$ cat src/usbp_consts.svh
// Offsets, field positions, reset values and timing counts of the dual-role port status block
//
// Contract
// - Long-SE0 status bit is 1 after more than 2 ms of SE0, else 0.
// - Remote-connect status bit follows detection of the far end's pull-up.
// - Remote pull-up detection starts 50 us after the local pull-up is switched off.
// - In B role, B-session-ok bit follows the B session-valid comparator.
// - In A role, A-session-ok bit follows the A session-valid comparator.
// - In B role, B-session-over bit is 1 while supply is below session-end threshold.
// - In A role, A-supply-ok bit follows the A supply-valid comparator.
// - Identification status bit mirrors the identification pin level.
// - Status register is read-only at code 67h; host never writes it.
// - Event register is read at code 68h and written at code E8h.
// - Port timer time-out sets the timer event bit.
// - SE0 lasting more than 2 ms sets the SE0 request event bit.
// - Remote session request, by supply or data-line pulsing per select bit, sets event.
// - J-to-K transition while suspended sets the resume event bit.
// - Event bits stay set until written with 1; writing 0 leaves them.
// - Bus idle for more than 3 ms sets the suspend event bit.
// - Each status bit 0 to 5 changing sets its change event bit.
`ifndef USBP_CONSTS_SVH
`define USBP_CONSTS_SVH

// Command codes; byte address is four times the code
`define USBP_CODE_STATUS_RD   9'h067
`define USBP_CODE_EVENT_RD    9'h068
`define USBP_CODE_EVENT_WR    9'h0E8
`define USBP_CODE_CTRL        9'h080
`define USBP_CODE_IRQ_MASK    9'h081
`define USBP_CODE_IRQ_STATUS  9'h082

// Status fields
`define USBP_ST_IDENT         0
`define USBP_ST_A_SUPPLY      1
`define USBP_ST_B_OVER        2
`define USBP_ST_A_SESS        3
`define USBP_ST_B_SESS        4
`define USBP_ST_REMOTE        5
`define USBP_ST_LONG_SE0      9
`define USBP_ST_MASK          16'h023F
`define USBP_ST_RESET         16'h0005

// Event fields
`define USBP_EV_TIMER         10
`define USBP_EV_SE0_REQ       9
`define USBP_EV_SRP           8
`define USBP_EV_RESUME        7
`define USBP_EV_SUSPEND       6
`define USBP_EV_MASK          16'h07FF
`define USBP_EV_RESET         16'h0000

// Control fields
`define USBP_CT_KIND_SEL      9
`define USBP_CT_LOCAL_PU      0
`define USBP_CT_MASK          16'h0201
`define USBP_CT_RESET         16'h0000

// Timing
`define USBP_CLK_MHZ          125
`define USBP_SE0_TIME_MS      2
`define USBP_IDLE_TIME_MS     3
`define USBP_PU_WAIT_US       50
`define USBP_SE0_CYCLES       (`USBP_SE0_TIME_MS * 1000 * `USBP_CLK_MHZ)
`define USBP_IDLE_CYCLES      (`USBP_IDLE_TIME_MS * 1000 * `USBP_CLK_MHZ)
`define USBP_PU_CYCLES        (`USBP_PU_WAIT_US * `USBP_CLK_MHZ)
`define USBP_CNT_W            19

`endif

$ cat src/usbp_pkg.sv
// Types of the dual-role port status block
package usbp_pkg;

   typedef enum logic [0:0] {
      USBP_BUS_IDLE,
      USBP_BUS_ANSWER
   } usbp_bus_t;

   typedef struct packed {
      logic [18:0] se0_cnt;
      logic [18:0] idle_cnt;
      logic        long_se0;
      logic        suspended;
      logic        resume;
      logic        was_j;
   } usbp_line_t;

   typedef struct packed {
      usbp_bus_t   phase;
      logic        pready;
      logic        pslverr;
      logic [31:0] prdata;
      logic [15:0] status;
      logic [15:0] evt;
      logic [15:0] ctrl;
      logic [15:0] mask;
      logic [15:0] irq_st;
      logic        irq;
      logic        local_pu;
      logic [18:0] pu_cnt;
      logic        det_en;
      logic        prev_se0;
      logic        prev_susp;
      logic        prev_a_sess;
      logic        prev_dp;
   } usbp_top_t;

endpackage

$ cat src/usbp_linemon.sv
// Line state monitor: long SE0, idle suspend and resume detection
`timescale 1ns/1ps
`default_nettype none
`include "usbp_consts.svh"
module usbp_linemon
   import usbp_pkg::*;
#(
   parameter logic [18:0] SE0_CYCLES  = 19'(`USBP_SE0_CYCLES),
   parameter logic [18:0] IDLE_CYCLES = 19'(`USBP_IDLE_CYCLES)
)
(
   input  wire logic mclk,
   input  wire logic rstn,
   input  wire logic dp,
   input  wire logic dm,
   output logic      long_se0,
   output logic      suspended,
   output logic      resume
);

   usbp_line_t s;
   usbp_line_t next_s;
   logic       is_se0;
   logic       is_j;
   logic       is_k;

   always_comb begin
      is_se0 = !dp && !dm;
      is_j   = dp && !dm;
      is_k   = !dp && dm;
      next_s = s;
      next_s.was_j = is_j;
      // Counters saturate so a stuck bus cannot wrap the flag off
      if (!is_se0) begin
         next_s.se0_cnt = 19'h00000;
      end else if (s.se0_cnt != SE0_CYCLES) begin
         next_s.se0_cnt = 19'(s.se0_cnt + 19'h00001);
      end
      if (!is_j) begin
         next_s.idle_cnt = 19'h00000;
      end else if (s.idle_cnt != IDLE_CYCLES) begin
         next_s.idle_cnt = 19'(s.idle_cnt + 19'h00001);
      end
      next_s.long_se0 = is_se0 && (s.se0_cnt == SE0_CYCLES);
      next_s.resume   = s.suspended && s.was_j && is_k;
      if (is_j && s.idle_cnt == IDLE_CYCLES) begin
         next_s.suspended = 1'b1;
      end else if (!is_j) begin
         next_s.suspended = 1'b0;
      end
   end

   always_ff @(posedge mclk or negedge rstn) begin
      if (!rstn) begin
         s <= '0;
      end else begin
         s <= next_s;
      end
   end

   assign long_se0  = s.long_se0;
   assign suspended = s.suspended;
   assign resume    = s.resume;

endmodule
`default_nettype wire

$ cat src/usbp_port_status.sv
// Dual-role port status and event flag registers behind an APB slave
`timescale 1ns/1ps
`default_nettype none
`include "usbp_consts.svh"
module usbp_port_status
   import usbp_pkg::*;
#(
   parameter logic [18:0] SE0_CYCLES  = 19'(`USBP_SE0_CYCLES),
   parameter logic [18:0] IDLE_CYCLES = 19'(`USBP_IDLE_CYCLES),
   parameter logic [18:0] PU_CYCLES   = 19'(`USBP_PU_CYCLES)
)
(
   input  wire logic        mclk,
   input  wire logic        rstn,
   input  wire logic        psel,
   input  wire logic        penable,
   input  wire logic        pwrite,
   input  wire logic [11:0] paddr,
   input  wire logic [31:0] pwdata,
   output logic      [31:0] prdata,
   output logic             pready,
   output logic             pslverr,
   output logic             irq,
   input  wire logic        plug_ident_pin,
   input  wire logic        b_session_ok_threshold,
   input  wire logic        a_session_ok_threshold,
   input  wire logic        b_session_over_threshold,
   input  wire logic        a_supply_ok_threshold,
   input  wire logic        remote_pullup_sense,
   input  wire logic        dp_pin,
   input  wire logic        dm_pin,
   input  wire logic        port_timer_timeout,
   output logic             local_pullup_on
);

   usbp_top_t   s;
   usbp_top_t   next_s;
   logic [8:0]  raw_in;
   logic [8:0]  syn;
   logic        lm_long_se0;
   logic        lm_suspended;
   logic        lm_resume;
   logic        access;
   logic        wr_done;
   logic        rd_done;
   logic [15:0] set_evt;
   logic [15:0] wclr;
   logic [15:0] chg;
   logic        srp;

   function automatic logic [11:0] code_addr(input logic [8:0] c);
      code_addr = {1'b0, c, 2'b00};
   endfunction

   function automatic logic hit(input logic [11:0] a, input logic [8:0] c);
      hit = (a == code_addr(c));
   endfunction

   assign raw_in = {dm_pin, dp_pin, remote_pullup_sense, a_supply_ok_threshold,
                    b_session_over_threshold, a_session_ok_threshold,
                    b_session_ok_threshold, 1'b0, plug_ident_pin};

   usbp_sync u_sync (
      .mclk    (mclk),
      .rstn    (rstn),
      .d_async (raw_in),
      .d_sync  (syn)
   );

   usbp_linemon #(
      .SE0_CYCLES  (SE0_CYCLES),
      .IDLE_CYCLES (IDLE_CYCLES)
   ) u_linemon (
      .mclk      (mclk),
      .rstn      (rstn),
      .dp        (syn[7]),
      .dm        (syn[8]),
      .long_se0  (lm_long_se0),
      .suspended (lm_suspended),
      .resume    (lm_resume)
   );

   always_comb begin
      next_s  = s;
      access  = psel && penable;
      wr_done = access && s.pready && pwrite;
      rd_done = access && s.pready && !pwrite;

      // Status view; the role gates keep the idle role's bits at zero
      next_s.status = 16'h0000;
      next_s.status[`USBP_ST_IDENT]    = syn[0];
      next_s.status[`USBP_ST_B_SESS]   = syn[0] && syn[2];
      next_s.status[`USBP_ST_A_SESS]   = !syn[0] && syn[3];
      next_s.status[`USBP_ST_B_OVER]   = syn[0] && syn[4];
      next_s.status[`USBP_ST_A_SUPPLY] = !syn[0] && syn[5];
      next_s.status[`USBP_ST_LONG_SE0] = lm_long_se0;
      // Remote bit holds its last value while detection is blind
      next_s.status[`USBP_ST_REMOTE]   = s.det_en ? syn[6] : s.status[`USBP_ST_REMOTE];

      // Detection waits for the local pull-up to bleed off
      next_s.local_pu = s.ctrl[`USBP_CT_LOCAL_PU];
      if (s.local_pu) begin
         next_s.pu_cnt = 19'h00000;
         next_s.det_en = 1'b0;
      end else if (s.pu_cnt != PU_CYCLES) begin
         next_s.pu_cnt = 19'(s.pu_cnt + 19'h00001);
         next_s.det_en = 1'b0;
      end else begin
         next_s.det_en = 1'b1;
      end

      // Session request: supply pulse or data-line pulse, A role only
      next_s.prev_a_sess = syn[3];
      next_s.prev_dp     = syn[7];
      next_s.prev_se0    = lm_long_se0;
      next_s.prev_susp   = lm_suspended;
      if (s.ctrl[`USBP_CT_KIND_SEL]) begin
         srp = !syn[0] && syn[3] && !s.prev_a_sess;
      end else begin
         srp = !syn[0] && syn[7] && !s.prev_dp;
      end

      chg     = next_s.status ^ s.status;
      set_evt = 16'h0000;
      set_evt[`USBP_EV_TIMER]   = port_timer_timeout;
      set_evt[`USBP_EV_SE0_REQ] = lm_long_se0 && !s.prev_se0;
      set_evt[`USBP_EV_SRP]     = srp;
      set_evt[`USBP_EV_RESUME]  = lm_resume;
      set_evt[`USBP_EV_SUSPEND] = lm_suspended && !s.prev_susp;
      set_evt[5:0]              = chg[5:0];

      // Write-one-to-clear; a new event in the same cycle wins
      wclr = 16'h0000;
      if (wr_done && hit(paddr, `USBP_CODE_EVENT_WR)) begin
         wclr = pwdata[15:0] & `USBP_EV_MASK;
      end
      next_s.evt = ((s.evt & ~wclr) | set_evt) & `USBP_EV_MASK;

      // Interrupt status clears on its own read; an event in the clearing cycle is kept, one in the cycle the data was taken is lost
      if (rd_done && hit(paddr, `USBP_CODE_IRQ_STATUS)) begin
         next_s.irq_st = set_evt;
      end else begin
         next_s.irq_st = s.irq_st | set_evt;
      end
      next_s.irq = |(next_s.irq_st & s.mask);

      if (wr_done && hit(paddr, `USBP_CODE_CTRL)) begin
         next_s.ctrl = pwdata[15:0] & `USBP_CT_MASK;
      end
      if (wr_done && hit(paddr, `USBP_CODE_IRQ_MASK)) begin
         next_s.mask = pwdata[15:0] & `USBP_EV_MASK;
      end

      // APB: answer on the second access cycle with registered data
      next_s.pready  = 1'b0;
      next_s.pslverr = 1'b0;
      case (s.phase)
         USBP_BUS_IDLE: begin
            if (access) begin
               next_s.pready = 1'b1;
               next_s.phase  = USBP_BUS_ANSWER;
               next_s.prdata = 32'h00000000;
               if (!pwrite && hit(paddr, `USBP_CODE_STATUS_RD)) begin
                  next_s.prdata = {16'h0000, s.status};
               end else if (!pwrite && hit(paddr, `USBP_CODE_EVENT_RD)) begin
                  next_s.prdata = {16'h0000, s.evt};
               end else if (hit(paddr, `USBP_CODE_CTRL)) begin
                  next_s.prdata = {16'h0000, s.ctrl};
               end else if (hit(paddr, `USBP_CODE_IRQ_MASK)) begin
                  next_s.prdata = {16'h0000, s.mask};
               end else if (!pwrite && hit(paddr, `USBP_CODE_IRQ_STATUS)) begin
                  next_s.prdata = {16'h0000, s.irq_st};
               end else if (!(pwrite && hit(paddr, `USBP_CODE_EVENT_WR))) begin
                  // Status is read-only: a write to it is refused too
                  next_s.pslverr = 1'b1;
               end
            end
         end
         USBP_BUS_ANSWER: begin
            next_s.phase = USBP_BUS_IDLE;
         end
         default: begin
            next_s.phase = USBP_BUS_IDLE;
         end
      endcase
   end

   always_ff @(posedge mclk or negedge rstn) begin
      if (!rstn) begin
         s             <= '0;
         s.phase       <= USBP_BUS_IDLE;
         s.status      <= `USBP_ST_RESET;
         s.evt         <= `USBP_EV_RESET;
         s.ctrl        <= `USBP_CT_RESET;
      end else begin
         s <= next_s;
      end
   end

   assign prdata          = s.prdata;
   assign pready          = s.pready;
   assign pslverr         = s.pslverr;
   assign irq             = s.irq;
   assign local_pullup_on = s.local_pu;
endmodule
`default_nettype wire

$ cat src/usbp_sync.sv
// Two-flop synchroniser for the asynchronous port inputs
`timescale 1ns/1ps
`default_nettype none
module usbp_sync
   import usbp_pkg::*;
(
   input  wire logic       mclk,
   input  wire logic       rstn,
   input  wire logic [8:0] d_async,
   output logic      [8:0] d_sync
);

   typedef struct packed {
      logic [8:0] meta;
      logic [8:0] stable;
   } usbp_sync_t;

   usbp_sync_t s;
   usbp_sync_t next_s;

   always_comb begin
      next_s.meta   = d_async;
      next_s.stable = s.meta;
   end

   // Reset to idle levels (ID high, below session end, line in J) so no false change event
   always_ff @(posedge mclk or negedge rstn) begin
      if (!rstn) begin
         s <= {9'h091, 9'h091};
      end else begin
         s <= next_s;
      end
   end

   assign d_sync = s.stable;

endmodule
`default_nettype wire
$ cat config.mk
export PLATFORM = sky130hd
export DESIGN_NAME = usbp_port_status
export DESIGN_NICKNAME = d
export VERILOG_FILES = /design/src/usbp_pkg.sv /design/src/usbp_linemon.sv /design/src/usbp_port_status.sv /design/src/usbp_sync.sv
export VERILOG_INCLUDE_DIRS = /design/src
export SDC_FILE = /design/constraint.sdc
export NUM_CORES = 1
export LEC_CHECK = 0
export BUFFER_PORTS_ARGS = -buffer_cell sky130_fd_sc_hd__buf_2
export CORE_ASPECT_RATIO = 0.9
export CORE_MARGIN = 10
export CORE_UTILIZATION = 44
export CTS_CLUSTER_SIZE = 12
export DETAILED_ROUTE_END_ITERATION = 7
export GPL_TIMING_DRIVEN = 0
export PLACE_DENSITY = 0.68
export SKIP_CTS_REPAIR_TIMING = 1
export SLEW_MARGIN = 25
export SYNTH_ARGS = -nofsm -noshare
export SYNTH_HDL_FRONTEND = slang
export SYNTH_SLANG_ARGS = --single-unit
$ cat constraint.sdc
create_clock -name mclk -period 5.6 [get_ports mclk]
set_clock_uncertainty 0.15 [all_clocks]
set_input_delay 0.56 -clock mclk [delete_from_list [all_inputs] [get_ports mclk]]
set_output_delay 0.56 -clock mclk [all_outputs]
set_load 0.01 [all_outputs]
==> flow_summary.rst, run 1 <==
.. list-table::
   :header-rows: 1

   * - Metric
     - Value
   * - Status
     - finished clean
   * - Net switching component of the power
     - 0.000542 W
   * - Sequential cell fraction of total power
     - 46.0%
   * - Data required, critical path
     - 5.76 ns
   * - Buffering stage count on the worst path with inverters included
     - 2
   * - Max-cap violations
     - 0
   * - Class of the tightest hold or removal check
     - in2reg
   * - Highest attainable clock frequency
     - 448 MHz
   * - Final weighted congestion of routability-driven global placement
     - 0.859
   * - Layout overhead on the synthesized area
     - 18.8%
   * - Clock sink count
     - 139
   * - Clock H-tree levels
     - 4
   * - Via/cell ratio
     - 5.22
   * - End of the worst register-to-register path
     - u_linemon.s[41]
   * - Async S/R FF share, synth
     - 100%
   * - Reg2Reg Depth
     - 6
   * - Share of layout cells above drive strength 1
     - 22.5%
   * - Seq/Total Area, Yosys
     - 53.9%
   * - Total Negative Setup Slacks
     - 0 ns
   * - Worst endpoint data arrival time
     - 2.39 ns
   * - Critical path capture point type
     - flop
   * - Cell chain of the critical path
     - buf_2 > nor3b_2 > nand2_1 > or2_2 > clkbuf_1 > a22o_1
   * - Final std cells w/o fill
     - 901
   * - Clk_lat worst skew
     - 0.42 ns
   * - Floorplan core area
     - 14,200 um2
   * - Clk slew on worst S/H paths
     - 0.06 ns
   * - Share of the synthesized area in the top cell type
     - 50.7%
   * - Number of iterations in the first detailed-routing pass
     - 5
   * - GRT Util Overall
     - 14.7%
   * - TritonCTS clock tree
     - yes
   * - Initial detailed-routing violation count
     - 357
   * - Total overflow reported by the global router
     - 0
   * - Commonest register cell after synthesis
     - sky130_fd_sc_hd__dfrtp_1
   * - Initial core utilization
     - 45.5%
   * - Setup repair after global routing missed its margin
     - false
   * - Syn Inst Count
     - 603
   * - Total internal power
     - 0.00177 W
   * - Cell with the largest stage delay on the worst path
     - sky130_fd_sc_hd__nor3b_2
   * - #FFs+latches synth
     - 139
   * - Power density relative to cell area
     - 301 nW/um2
   * - Total Die Area
     - 20,000 um2
   * - Pins over their slew limit
     - 0
   * - Worst Setup Path Type
     - in2reg
   * - Sum of routed wire length over all layers
     - 14.1 mm
   * - Dpl cells
     - 867
   * - Fraction of power spent switching nets
     - 23.5%
   * - Pin slew with the least headroom to its limit
     - 0.807 ns
   * - HPWL reported at the end of detailed placement
     - 10.2 mm
   * - Library cell with the largest summed area after synthesis
     - sky130_fd_sc_hd__dfrtp_1
   * - PortBufs
     - 55
   * - Stage delay of the slowest cell on the critical path
     - 0.59 ns
   * - Startpoint of the worst-slack reg-to-reg timing path
     - u_linemon.s[24]
   * - Most common library cells after synthesis
     - 131 x sky130_fd_sc_hd__dfrtp_1, 68 x sky130_fd_sc_hd__nor2_1, 46 x sky130_fd_sc_hd__nand2_1
   * - Count of nets left with antenna violations after detail routing
     - 0
   * - Maximum buffer depth of the clock tree
     - 2
   * - Combinational group share of total power
     - 5.5%
   * - Fraction of the cycle the final worst path needs
     - 39.8%
   * - Minimum setup slack among reg-to-reg paths
     - 3.48 ns
   * - Pin count of the biggest net entering global routing
     - 89
   * - Fin. Hold Viols
     - 0
   * - Top post-synthesis cells by area
     - sky130_fd_sc_hd__dfrtp_1 51%, sky130_fd_sc_hd__xor2_1 5.1%, sky130_fd_sc_hd__nor2_1 3.9%, sky130_fd_sc_hd__buf_4 3.7%, sky130_fd_sc_hd__dfstp_2 3.3%
   * - Min Tclk post-route
     - 2.23 ns
   * - Yosys warns
     - 0
   * - Number of standard-cell rows in the floorplan
     - 41
   * - Most repeated cell in the gate-level netlist after synthesis
     - sky130_fd_sc_hd__dfrtp_1
   * - I/O pin count
     - 94
   * - Final net count
     - 758
   * - Die extent in x
     - 148 um
   * - Global-route wire length before repair
     - 24.0 mm
   * - Detailed-route wire length per cell
     - 15.6 um
   * - Critical Path Source Type
     - input pin
   * - Post-synth EDFFs
     - 0
   * - Clock root buffer
     - sky130_fd_sc_hd__clkbuf_16
   * - Height of the die
     - 135 um
   * - Number of instances on the worst hold path
     - 1
   * - Total DRC errors in the routed layout
     - 0
   * - Hold-critical path endpoint
     - u_sync.next_s[0]
   * - Distinct cell type count of the synthesized netlist
     - 54
   * - Clk network pwr share
     - 48.5%
   * - Number of global-route vias before repair
     - 4,788
   * - Headroom to the max-slew limit
     - 45.7%
   * - DR vias
     - 4,703
   * - Synthesized area per cell
     - 10.7 um2
   * - Hold path startpoint
     - plug_ident_pin
   * - Total clock buffers created by CTS
     - 17
   * - Number of antenna violations at the first check in global routing
     - 1
   * - Synthesized area
     - 6470 um2
   * - Setup Viol. Count Final
     - 0
   * - Top delay family on crit path
     - simple AND/OR/NAND/NOR gates
   * - Max VDD drop
     - 0.000222 V
   * - Share of the core filled with cells
     - 54.1%
   * - Maximum net fanout on the critical path
     - 10
   * - P_leak
     - 3.48 nW
[stage by stage]
stage | setup WS (ns) | hold WS (ns) | area [um2] | power, W
6_report | 3.37 | 0.0868 | 7690 | 0.00231
5_1_grt | 3.27 | 0.0703 | 7690 | 0.00240
4_1_cts | 3.42 | -0.0939 | 7670 | 0.00233
3_5_place_dp | 2.97 | 0.186 | 7080 | 0.00121
3_3_place_gp | 2.00 | 0.186 | 7040 | 0.00120
2_1_floorplan | 3.31 | 0.114 | 6520 | 0.00114
[logic make-up (layout without fill, tap and decap cells)]
family,after synthesis,after routing,synth area share (%)
flops,139,139,53.9
xor+xnor,54,54,7.31
fa+ha+maj,6,6,1.16
simple gates,230,230,19.1
other cells,1,17,0.0580
buf+inv,61,150,5.55
compound gates,96,96,9.58
mux,16,16,3.33
[worst max path at each step]
stage | from | end | slack, ns | depth (start not counted)
2_1_floorplan | paddr[5] | s[43] | 3.31 | 5
3_3_place_gp | rstn | u_linemon.s[39] | 2.00 | 1
3_5_place_dp | paddr[2] | s[31] | 2.97 | 6
4_1_cts | paddr[2] | s[78] | 3.42 | 7
5_1_grt | paddr[2] | s[31] | 3.27 | 6
6_report | paddr[2] | s[31] | 3.37 | 6
[power groups by stage]
stage          Sequential, W  Clock [W]  Combinational, W
2_1_floorplan        0.00107          0         0.0000711
3_3_place_gp         0.00108          0          0.000121
3_5_place_dp         0.00108          0          0.000129
4_1_cts              0.00106    0.00114          0.000129
5_1_grt              0.00107    0.00119          0.000146
6_report             0.00106    0.00112          0.000128
[cells in the final DEF, fill, tap and decap left out, types with 16 or more instances in the layout]
cell                        count
sky130_fd_sc_hd__a21o_1        20
sky130_fd_sc_hd__buf_4         32
sky130_fd_sc_hd__xnor2_1       16
sky130_fd_sc_hd__nor2_1        68
sky130_fd_sc_hd__buf_2         56
sky130_fd_sc_hd__conb_1        16
sky130_fd_sc_hd__nand3_1       25
sky130_fd_sc_hd__o21ai_0       19
sky130_fd_sc_hd__a21oi_1       25
sky130_fd_sc_hd__clkbuf_16     17
sky130_fd_sc_hd__dfrtp_1      131
sky130_fd_sc_hd__nand2_1       46
sky130_fd_sc_hd__xor2_1        38
[metal layers]
metal  vias up  GRT usage [%]  wire (um)
met5         -              0          0
met4         0           5.34        223
met3        22           4.21        770
met2       129           23.3       6540
met1      2312           18.8       6530
li1       2240              -          -
[area by class of cell]
cell class                      count  area (um2)
Timing Repair Buffer               57         323
Antenna cell                        1        2.50
Sequential cell                   139        3490
Inverter                           11        41.3
Clock buffer                       19         453
Fill cell                        1217        6520
Multi-Input combinational cell    418        2680
Tap cell                          193         241
Buffer                             50         318
Clock inverter                     13         143
[worst register-to-register path, stage by stage (launching register included)]
cell and delay, ns:
sky130_fd_sc_hd__dfrtp_1 0.39, sky130_fd_sc_hd__ha_1 0.18, sky130_fd_sc_hd__nand3_1 0.18, sky130_fd_sc_hd__nor4_1 0.67, sky130_fd_sc_hd__nor2b_1 0.24, sky130_fd_sc_hd__xnor2_1 0.13, sky130_fd_sc_hd__nor2_1 0.05
[registers in the layout, indices dropped and copies added, names as in the netlist]
| signal | cells |
|---|---|
| next_s | 1 |
| local_pullup_on | 1 |
| u_sync.d_sync | 8 |
| u_linemon.long_se0 | 1 |
| s | 65 |
| pslverr | 1 |
| u_sync.next_s | 8 |
| u_linemon.resume | 1 |
| irq | 1 |
| prdata | 12 |
| u_linemon.suspended | 1 |
| u_linemon.s | 39 |
(Power assumes the default switching activity.)
==> run 2: changes to the inputs <==
==> constraint.sdc (replaced) <==
create_clock -name mclk -period 2.16 [get_ports mclk]
set_clock_uncertainty 0.15 [all_clocks]
set_input_delay 0.216 -clock mclk [delete_from_list [all_inputs] [get_ports mclk]]
set_output_delay 0.216 -clock mclk [all_outputs]
set_load 0.01 [all_outputs]
==> run 2 against run 1 <==
  * Global-route usage is the same
  * Register-to-register slack worse by 3.3 ns
  * Cell count increased by 2.2%
  * Final area increased by 2.9%
  * Critical path type is now reg2reg
  * Critical endpoint is now irq
==> flow_summary.rst, run 2 (synthesis gave the netlist of run 1 again) <==
.. list-table::
   :header-rows: 1

   * - Metric
     - Value
   * - Die extent in x
     - 148 um (unchanged)
   * - Clock root buffer
     - sky130_fd_sc_hd__clkbuf_16 (unchanged)
   * - HPWL reported at the end of detailed placement
     - 10.2 mm (unchanged)
   * - Total clock buffers created by CTS
     - 17 (unchanged)
   * - Number of iterations in the first detailed-routing pass
     - 5 (unchanged)
   * - Data required, critical path
     - 2.32 ns (was 5.76 ns)
   * - Most frequent cells in the layout
     - 131 x sky130_fd_sc_hd__dfrtp_1, 68 x sky130_fd_sc_hd__nor2_1, 56 x sky130_fd_sc_hd__buf_2 (unchanged)
   * - Min Tclk post-route
     - 2.02 ns
   * - Max VDD drop
     - 0.000586 V (was 0.000222 V)
   * - Power density relative to cell area
     - 762 nW/um2 (was 301 nW/um2)
   * - Status
     - finished clean (unchanged)
   * - Clock sink count
     - 139 (unchanged)
   * - Number of antenna diodes
     - 0 (was 1)
   * - P_leak
     - 3.57 nW (was 3.48 nW)
   * - Final weighted congestion of routability-driven global placement
     - 0.859 (unchanged)
   * - Fin area
     - 7910 um2 (was 7690 um2)
   * - Initial core utilization
     - 45.5% (unchanged)
   * - Critical path capture point type
     - flop (unchanged)
   * - Share of layout cells above drive strength 1
     - 22.4% (was 22.5%)
   * - Most common cell after layout, fill and taps aside
     - sky130_fd_sc_hd__dfrtp_1 (unchanged)
   * - Sum of routed wire length over all layers
     - 14.3 mm (was 14.1 mm)
   * - Clock H-tree levels
     - 4 (unchanged)
   * - Register area
     - 3490 um2 (unchanged)
   * - Cell chain of the critical path
     - xor2_1 > a222oi_1 > a21boi_0 > nand4_1 > a211o_1 (was buf_2 > nor3b_2 > nand2_1 > or2_2 > clkbuf_1 > a22o_1)
   * - Max-cap violations
     - 0 (unchanged)
   * - Initial detailed-routing violation count
     - 351 (was 357)
   * - Post-Place Cell Area
     - 7080 um2 (unchanged)
   * - Maximum buffer depth of the clock tree
     - 2 (unchanged)
   * - Count of nets left with antenna violations after detail routing
     - 0 (unchanged)
   * - Top delay family on crit path
     - compound AO/OA/AOI/OAI gates (was simple AND/OR/NAND/NOR gates)
   * - Final net count
     - 779 (was 758)
   * - Pins over their slew limit
     - 0 (unchanged)
   * - Critical Path Source Type
     - flop (was input pin)
   * - Clk_lat worst skew
     - 0.42 ns (about the same)
   * - Register name with the most flops
     - s (unchanged)
   * - Highest attainable clock frequency
     - 496 MHz
   * - Worst Setup Path Type
     - reg2reg (was in2reg)
   * - Floorplan core area
     - 14,200 um2 (unchanged)
   * - Number of fill cells in the layout
     - 1,193 (was 1,217)
   * - Hold_ws
     - 0.125 ns (was 0.0868 ns)
   * - Number of standard-cell rows in the floorplan
     - 41 (unchanged)
   * - Headroom to the max-slew limit
     - 55.1% (was 45.7%)
   * - Setup Viol. Count Final
     - 0 (unchanged)
   * - Total overflow reported by the global router
     - 0 (unchanged)
   * - Setup repair after global routing missed its margin
     - false (unchanged)
   * - DR vias
     - 4,801 (was 4,703)
   * - Final worst setup slack
     - 0.144 ns (was 3.37 ns)
   * - Maximum net fanout on the critical path
     - 7 (was 10)
   * - Number of antenna violations at the first check in global routing
     - 0 (was 1)
   * - Pin count of the biggest net entering global routing
     - 89 (unchanged)
   * - Class of the tightest hold or removal check
     - in2reg (unchanged)
   * - GRT Util Overall
     - 14.7% (unchanged)
   * - Total Negative Setup Slacks
     - 0 ns (unchanged)
   * - Number of global-route vias before repair
     - 4,788 (unchanged)
   * - Height of the die
     - 135 um (unchanged)
   * - Max reg flops
     - 65 (unchanged)
   * - Stage delay of the slowest cell on the critical path
     - 0.62 ns (was 0.59 ns)
   * - Share of the core filled with cells
     - 55.7% (was 54.1%)
   * - Worst endpoint data arrival time
     - 2.17 ns (was 2.39 ns)
   * - Total DRC errors in the routed layout
     - 0 (unchanged)
   * - I/O pin count
     - 94 (unchanged)
   * - Footprint of the multi-input gates
     - 2690 um2 (was 2680 um2)
   * - Clk slew on worst S/H paths
     - 0.06 ns (about the same)
   * - PortBufs
     - 55 (unchanged)
   * - Fraction of the cycle the final worst path needs
     - 93.3%
   * - Pin slew with the least headroom to its limit
     - 0.671 ns (was 0.807 ns)
   * - Fin. Hold Viols
     - 0 (unchanged)
   * - Via/cell ratio
     - 5.21 (was 5.22)
   * - Layout overhead on the synthesized area
     - 22.3% (was 18.8%)
   * - TritonCTS clock tree
     - yes (unchanged)
   * - Global-route wire length before repair
     - 24.0 mm (unchanged)
   * - Worst setup slack before clock tree synthesis
     - -0.130 ns (was 2.97 ns)
   * - Buffering stage count on the worst path with inverters included
     - 0 (was 2)
   * - Cell with the largest stage delay on the worst path
     - sky130_fd_sc_hd__dfstp_2 (was sky130_fd_sc_hd__nor3b_2)
   * - Detailed-route wire length per cell
     - 15.5 um (was 15.6 um)
   * - Total Die Area
     - 20,000 um2 (unchanged)
==> run 2: cell count changes in the layout (fill, tap and decap cells not counted) <==
cell / change
sky130_fd_sc_hd__diode_2: -1
sky130_fd_sc_hd__nor4_1: -2
sky130_fd_sc_hd__nor4_2: +2
sky130_fd_sc_hd__nor3_2: +1
sky130_fd_sc_hd__buf_4: +1
sky130_fd_sc_hd__dlygate4sd3_1: +20
sky130_fd_sc_hd__nor3_1: -1
==> run 2: path summary, 6_finish.rpt <==
check | from | end | slack, ns | cells after the start
setup / recovery | u_sync.d_sync[0] | irq | 0.14 | 5
hold / removal | paddr[7] | pslverr | 0.12 | 4
setup reg to reg | u_sync.d_sync[0] | irq | 0.14 | 5
hold reg to reg | u_sync.next_s[5] | u_sync.d_sync[5] | 0.20 | 0
max in group asynchronous | rstn | u_sync.next_s[4] | 0.92 | 3
min in group asynchronous | rstn | s[11] | 0.16 | 2
==> run 2: per-layer routing <==
layer / routed length [um] / share of wire [%] / vias to the layer above / track usage, %
li1: - / - / 2282 / -
met4: 240 / 1.7 / 0 / 5.34
met5: 0 / 0 / - / 0
met3: 847 / 5.9 / 28 / 4.21
met2: 6620 / 46 / 148 / 23.3
met1: 6550 / 46 / 2343 / 18.8
==> run 2: metrics by stage <==
step	total power, W	std cells
after global placement	0.00311	866
after CTS	0.00605	899
final	0.00602	921
after floorplan	0.00296	618
after detailed placement	0.00313	867
after global routing	0.00625	921
==> run 2: area by class of cell <==
cell class | instances | area share [%]
Inverter | 11 | 0.522
Sequential cell | 139 | 44.1
Multi-Input combinational cell | 418 | 34.1
Timing Repair Buffer | 78 | 6.71
Buffer | 50 | 4.02
Clock inverter | 13 | 1.80
Tap cell | 193 | 3.05
Clock buffer | 19 | 5.73
==> run 2: report_power, final <==
group          switching (W)  internal, W
Combinational       0.000201     0.000160
Clock                0.00114      0.00177
Sequential         0.0000708      0.00268
==> run 2: worst register-to-register path, cell delays in order, from the launching register on <==
cell	delay, ns
sky130_fd_sc_hd__dfstp_2	0.62
sky130_fd_sc_hd__xor2_1	0.14
sky130_fd_sc_hd__a222oi_1	0.29
sky130_fd_sc_hd__a21boi_0	0.26
sky130_fd_sc_hd__nand4_1	0.15
sky130_fd_sc_hd__a211o_1	0.29
==> run 3: changes to the inputs <==
--- a/config.mk
+++ b/config.mk
@@ -6,12 +6,14 @@
 export SDC_FILE = /design/constraint.sdc
 export NUM_CORES = 1
 export LEC_CHECK = 0
+export ABC_AREA = 1
 export BUFFER_PORTS_ARGS = -buffer_cell sky130_fd_sc_hd__buf_2
 export CORE_ASPECT_RATIO = 0.9
 export CORE_MARGIN = 10
 export CORE_UTILIZATION = 44
 export CTS_CLUSTER_SIZE = 12
 export DETAILED_ROUTE_END_ITERATION = 7
+export GPL_ROUTABILITY_DRIVEN = 0
 export GPL_TIMING_DRIVEN = 0
 export PLACE_DENSITY = 0.68
 export SKIP_CTS_REPAIR_TIMING = 1
==> run 3 against run 2 <==
  * The run now ends with negative hold slack left
  * Sequential share of layout area down 1.0 points
  * Total power up 3.1%
  * Final area up 2.4%
  * Synthesized area up 2.5%
  * Combinational power about the same
  * Sequential power about the same
  * Critical path depth up 5
  * Non-clock buffer count down 7
  * Clock power up 6.9%
==> flow_summary.rst, run 3 <==
.. list-table::
   :header-rows: 1

   * - Metric
     - Value
   * - HPWL reported at the end of detailed placement
     - 10.4 mm (was 10.2 mm)
   * - Number of antenna violations at the first check in global routing
     - 0 (unchanged)
   * - Setup repair after global routing missed its margin
     - false (unchanged)
   * - Fin. Hold Viols
     - 1 (was 0)
   * - Top delay family on crit path
     - simple AND/OR/NAND/NOR gates (was compound AO/OA/AOI/OAI gates)
   * - Headroom to the max-slew limit
     - 63.5% (was 55.1%)
   * - Share of layout cells above drive strength 1
     - 17.1% (was 22.4%)
   * - Die extent in x
     - 149 um (was 148 um)
   * - Clock sink count
     - 139 (unchanged)
   * - Data required, critical path
     - 2.35 ns (was 2.32 ns)
   * - Final worst setup slack
     - 0.285 ns (was 0.144 ns)
   * - Final std cells w/o fill
     - 1,116 (was 921)
   * - Post-synth EDFFs
     - 0 (unchanged)
   * - P_leak
     - 3.96 nW (was 3.57 nW)
   * - Power density relative to cell area
     - 767 nW/um2 (was 762 nW/um2)
   * - Number of antenna diodes
     - 0 (unchanged)
   * - Total Negative Setup Slacks
     - 0 ns (unchanged)
   * - Most frequent cells in the layout
     - 192 x sky130_fd_sc_hd__nand2_1, 131 x sky130_fd_sc_hd__dfrtp_1, 92 x sky130_fd_sc_hd__inv_1 (was 131 x sky130_fd_sc_hd__dfrtp_1, 68 x sky130_fd_sc_hd__nor2_1, 56 x sky130_fd_sc_hd__buf_2)
   * - Layout overhead on the synthesized area
     - 22.2% (was 22.3%)
   * - Total overflow reported by the global router
     - 0 (unchanged)
   * - Status
     - finished with violations (was finished clean)
   * - Yosys warns
     - 0 (unchanged)
   * - Maximum buffer depth of the clock tree
     - 2 (unchanged)
   * - Commonest register cell after synthesis
     - sky130_fd_sc_hd__dfrtp_1 (unchanged)
   * - Adder and majority cell fraction of the synthesized area
     - 1.13% (was 1.16%)
   * - Floorplan core area
     - 14,700 um2 (was 14,200 um2)
   * - Min Tclk post-route
     - 1.88 ns (was 2.02 ns)
   * - Initial core utilization
     - 45.0% (was 45.5%)
   * - Worst Setup Path Type
     - reg2reg (unchanged)
   * - Total DRC errors in the routed layout
     - 0 (unchanged)
   * - Height of the die
     - 136 um (was 135 um)
   * - Total clock buffers created by CTS
     - 17 (unchanged)
   * - Sum of routed wire length over all layers
     - 14.8 mm (was 14.3 mm)
   * - DR vias
     - 5,369 (was 4,801)
   * - Number of iterations in the first detailed-routing pass
     - 5 (unchanged)
   * - Synthesized area per cell
     - 8.36 um2 (was 10.7 um2)
   * - Max reg flops
     - 65 (unchanged)
   * - Syn Inst Count
     - 793 (was 603)
   * - Violated checks
     - negative hold slack
   * - Clock root buffer
     - sky130_fd_sc_hd__clkbuf_16 (unchanged)
   * - Max VDD drop
     - 0.000526 V (was 0.000586 V)
   * - Distinct cell type count of the synthesized netlist
     - 38 (was 54)
   * - Via/cell ratio
     - 4.81 (was 5.21)
   * - Final net count
     - 969 (was 779)
   * - GRT Util Overall
     - 15.2% (was 14.7%)
   * - Global-route wire length before repair
     - 25.1 mm (was 24.0 mm)
   * - Critical path capture point type
     - flop (unchanged)
   * - Number of standard-cell rows in the floorplan
     - 42 (was 41)
   * - Dpl cells
     - 1,063 (was 867)
   * - Cell chain of the critical path
     - ha_1 > nand2_2 > nor2_1 > and3_4 > nand3_2 > nor2_4 > nand2_1 > nand2_1 > nand2_1 > nor2_1 (was xor2_1 > a222oi_1 > a21boi_0 > nand4_1 > a211o_1)
   * - Clock H-tree levels
     - 4 (unchanged)
   * - Seq/Total Area, Yosys
     - 52.6% (was 53.9%)
   * - I/O pin count
     - 94 (unchanged)
   * - Initial detailed-routing violation count
     - 371 (was 351)
   * - Pin count of the biggest net entering global routing
     - 97 (was 89)
   * - Cell with the largest stage delay on the worst path
     - sky130_fd_sc_hd__dfrtp_1 (was sky130_fd_sc_hd__dfstp_2)
   * - Pins over their slew limit
     - 0 (unchanged)
   * - Stage delay of the slowest cell on the critical path
     - 0.43 ns (was 0.62 ns)
   * - Total Die Area
     - 20,400 um2 (was 20,000 um2)
   * - Share of the synthesized area in compound gates (AO/OA/AOI/OAI)
     - 9.25% (was 9.58%)
   * - Count of nets left with antenna violations after detail routing
     - 0 (unchanged)
   * - Clk slew on worst S/H paths
     - 0.06 ns (about the same)
   * - Critical path's most frequent cell
     - sky130_fd_sc_hd__nand2_1
   * - Critical Path Source Type
     - flop (unchanged)
   * - Buffering stage count on the worst path with inverters included
     - 0 (unchanged)
   * - Most repeated cell in the gate-level netlist after synthesis
     - sky130_fd_sc_hd__nand2_1 (was sky130_fd_sc_hd__dfrtp_1)
   * - Detailed-route wire length per cell
     - 13.2 um (was 15.5 um)
   * - Most common cell after layout, fill and taps aside
     - sky130_fd_sc_hd__nand2_1 (was sky130_fd_sc_hd__dfrtp_1)
   * - Setup Viol. Count Final
     - 0 (unchanged)
   * - Worst setup slack before clock tree synthesis
     - 0.282 ns (was -0.130 ns)
   * - Share of the synthesized area in the top cell type
     - 49.5% (was 50.7%)
   * - Most common library cells after synthesis
     - 192 x sky130_fd_sc_hd__nand2_1, 131 x sky130_fd_sc_hd__dfrtp_1, 92 x sky130_fd_sc_hd__inv_1 (was 131 x sky130_fd_sc_hd__dfrtp_1, 68 x sky130_fd_sc_hd__nor2_1, 46 x sky130_fd_sc_hd__nand2_1)
   * - Synthesized area
     - 6630 um2 (was 6470 um2)
   * - Library cell with the largest summed area after synthesis
     - sky130_fd_sc_hd__dfrtp_1 (unchanged)
   * - Fraction of the cycle the final worst path needs
     - 86.8% (was 93.3%)
   * - Top post-synthesis cells by area
     - sky130_fd_sc_hd__dfrtp_1 49%, sky130_fd_sc_hd__nand2_1 11%, sky130_fd_sc_hd__inv_1 5.2%, sky130_fd_sc_hd__o21ai_0 4.8%, sky130_fd_sc_hd__nor2_1 4.4% (was sky130_fd_sc_hd__dfrtp_1 51%, sky130_fd_sc_hd__xor2_1 5.1%, sky130_fd_sc_hd__nor2_1 3.9%, sky130_fd_sc_hd__buf_4 3.7%, sky130_fd_sc_hd__dfstp_2 3.3%)
   * - PortBufs
     - 56 (was 55)
   * - Maximum net fanout on the critical path
     - 5 (was 7)
   * - Async S/R FF share, synth
     - 100% (unchanged)
   * - Combinational family with the most area after synthesis
     - simple AND/OR/NAND/NOR gates (unchanged)
   * - Highest attainable clock frequency
     - 533 MHz (was 496 MHz)
   * - Register name with the most flops
     - s (unchanged)
   * - #FFs+latches synth
     - 139 (unchanged)
   * - Hold_ws
     - -0.0121 ns (was 0.125 ns)
   * - Fraction of synthesized cell area in xor and xnor cells
     - 1.59% (was 7.31%)
   * - Worst endpoint data arrival time
     - 2.07 ns (was 2.17 ns)
   * - Simple-gate share of the synthesized area
     - 25.5% (was 19.1%)
   * - Max-cap violations
     - 0 (unchanged)
   * - TritonCTS clock tree
     - yes (unchanged)
   * - Multiplexer fraction of the synthesized cell area
     - 0% (was 3.33%)
   * - Number of global-route vias before repair
     - 5,228 (was 4,788)
   * - Share of the core filled with cells
     - 55.0% (was 55.7%)
   * - Pin slew with the least headroom to its limit
     - 0.547 ns (was 0.671 ns)
   * - Class of the tightest hold or removal check
     - in2reg (unchanged)
   * - Clk_lat worst skew
     - 0.42 ns (about the same)
run 3: cell count changes after synthesis, moves of 8 or more:
cell,change
sky130_fd_sc_hd__a21o_1,-20
sky130_fd_sc_hd__a21oi_1,+14
sky130_fd_sc_hd__a22oi_1,-12
sky130_fd_sc_hd__clkbuf_1,-8
sky130_fd_sc_hd__inv_1,+81
sky130_fd_sc_hd__mux2_4,-10
sky130_fd_sc_hd__nand2_1,+146
sky130_fd_sc_hd__nand3_1,+17
sky130_fd_sc_hd__nor2_1,+9
sky130_fd_sc_hd__nor3_1,+15
sky130_fd_sc_hd__o21ai_0,+45
sky130_fd_sc_hd__xnor2_1,-14
sky130_fd_sc_hd__xor2_1,-28
run 3: through the flow:
step	total power [W]	instance area [um2]
floorplan	0.00296	6680
global placement	0.00311	7210
detailed placement	0.00312	7250
finish	0.00621	8100
CTS	0.00625	7890
global route	0.00648	8100
run 3: where the power goes:
part	internal, W	switching, W
combinational	0.000140	0.000219
clock	0.00203	0.00108
sequential	0.00268	0.0000597
total	0.00485	0.00136
run 3: area by class of cell:
cell class,instances,area (um2)
repair buffers,78,528
fillers,1331,6620
multi-input cells,533,2540
well taps,198,248
inverters,93,349
clock inverters,10,163
plain buffers,43,302
flip-flops and latches,139,3490
clock buffers,22,474
run 3: final timing paths:
check                           slack [ns]          endpoint              from  cells after the start
worst max-delay path                  0.28             s[23]              s[5]                     10
worst min-delay path                 -0.01           pslverr            pwrite                      4
worst max register to register        0.28             s[23]              s[5]                     10
worst min register to register        0.20  u_sync.d_sync[8]  u_sync.next_s[8]                      0
max in group asynchronous             0.94             s[90]              rstn                      3
min in group asynchronous             0.14   u_linemon.s[17]              rstn                      2
run 3: kinds of logic after synthesis:
| logic type | count (synthesis) |
|---|---|
| compound gates | 118 |
| xor+xnor | 12 |
| fa+ha+maj | 6 |
| buf+inv | 136 |
| flops | 139 |
| other cells | 1 |
| simple gates | 381 |
run 3: worst register-to-register path, cell delays in order (launching register included):
cell and delay [ns]:
sky130_fd_sc_hd__dfrtp_1 0.43, sky130_fd_sc_hd__ha_1 0.22, sky130_fd_sc_hd__nand2_2 0.09, sky130_fd_sc_hd__nor2_1 0.19, sky130_fd_sc_hd__and3_4 0.24, sky130_fd_sc_hd__nand3_2 0.11
sky130_fd_sc_hd__nor2_4 0.14, sky130_fd_sc_hd__nand2_1 0.06, sky130_fd_sc_hd__nand2_1 0.07, sky130_fd_sc_hd__nand2_1 0.05, sky130_fd_sc_hd__nor2_1 0.08
run 3: per-layer routing:
layer | wire [um] | vias up | global-route usage (%) | share of wire (%)
li1 | - | 2740 | - | -
met1 | 7050 | 2446 | 20.2 | 48
met2 | 6560 | 163 | 22.9 | 44
met3 | 927 | 20 | 4.95 | 6.3
met4 | 242 | 0 | 4.85 | 1.6
met5 | 0 | - | 0 | 0
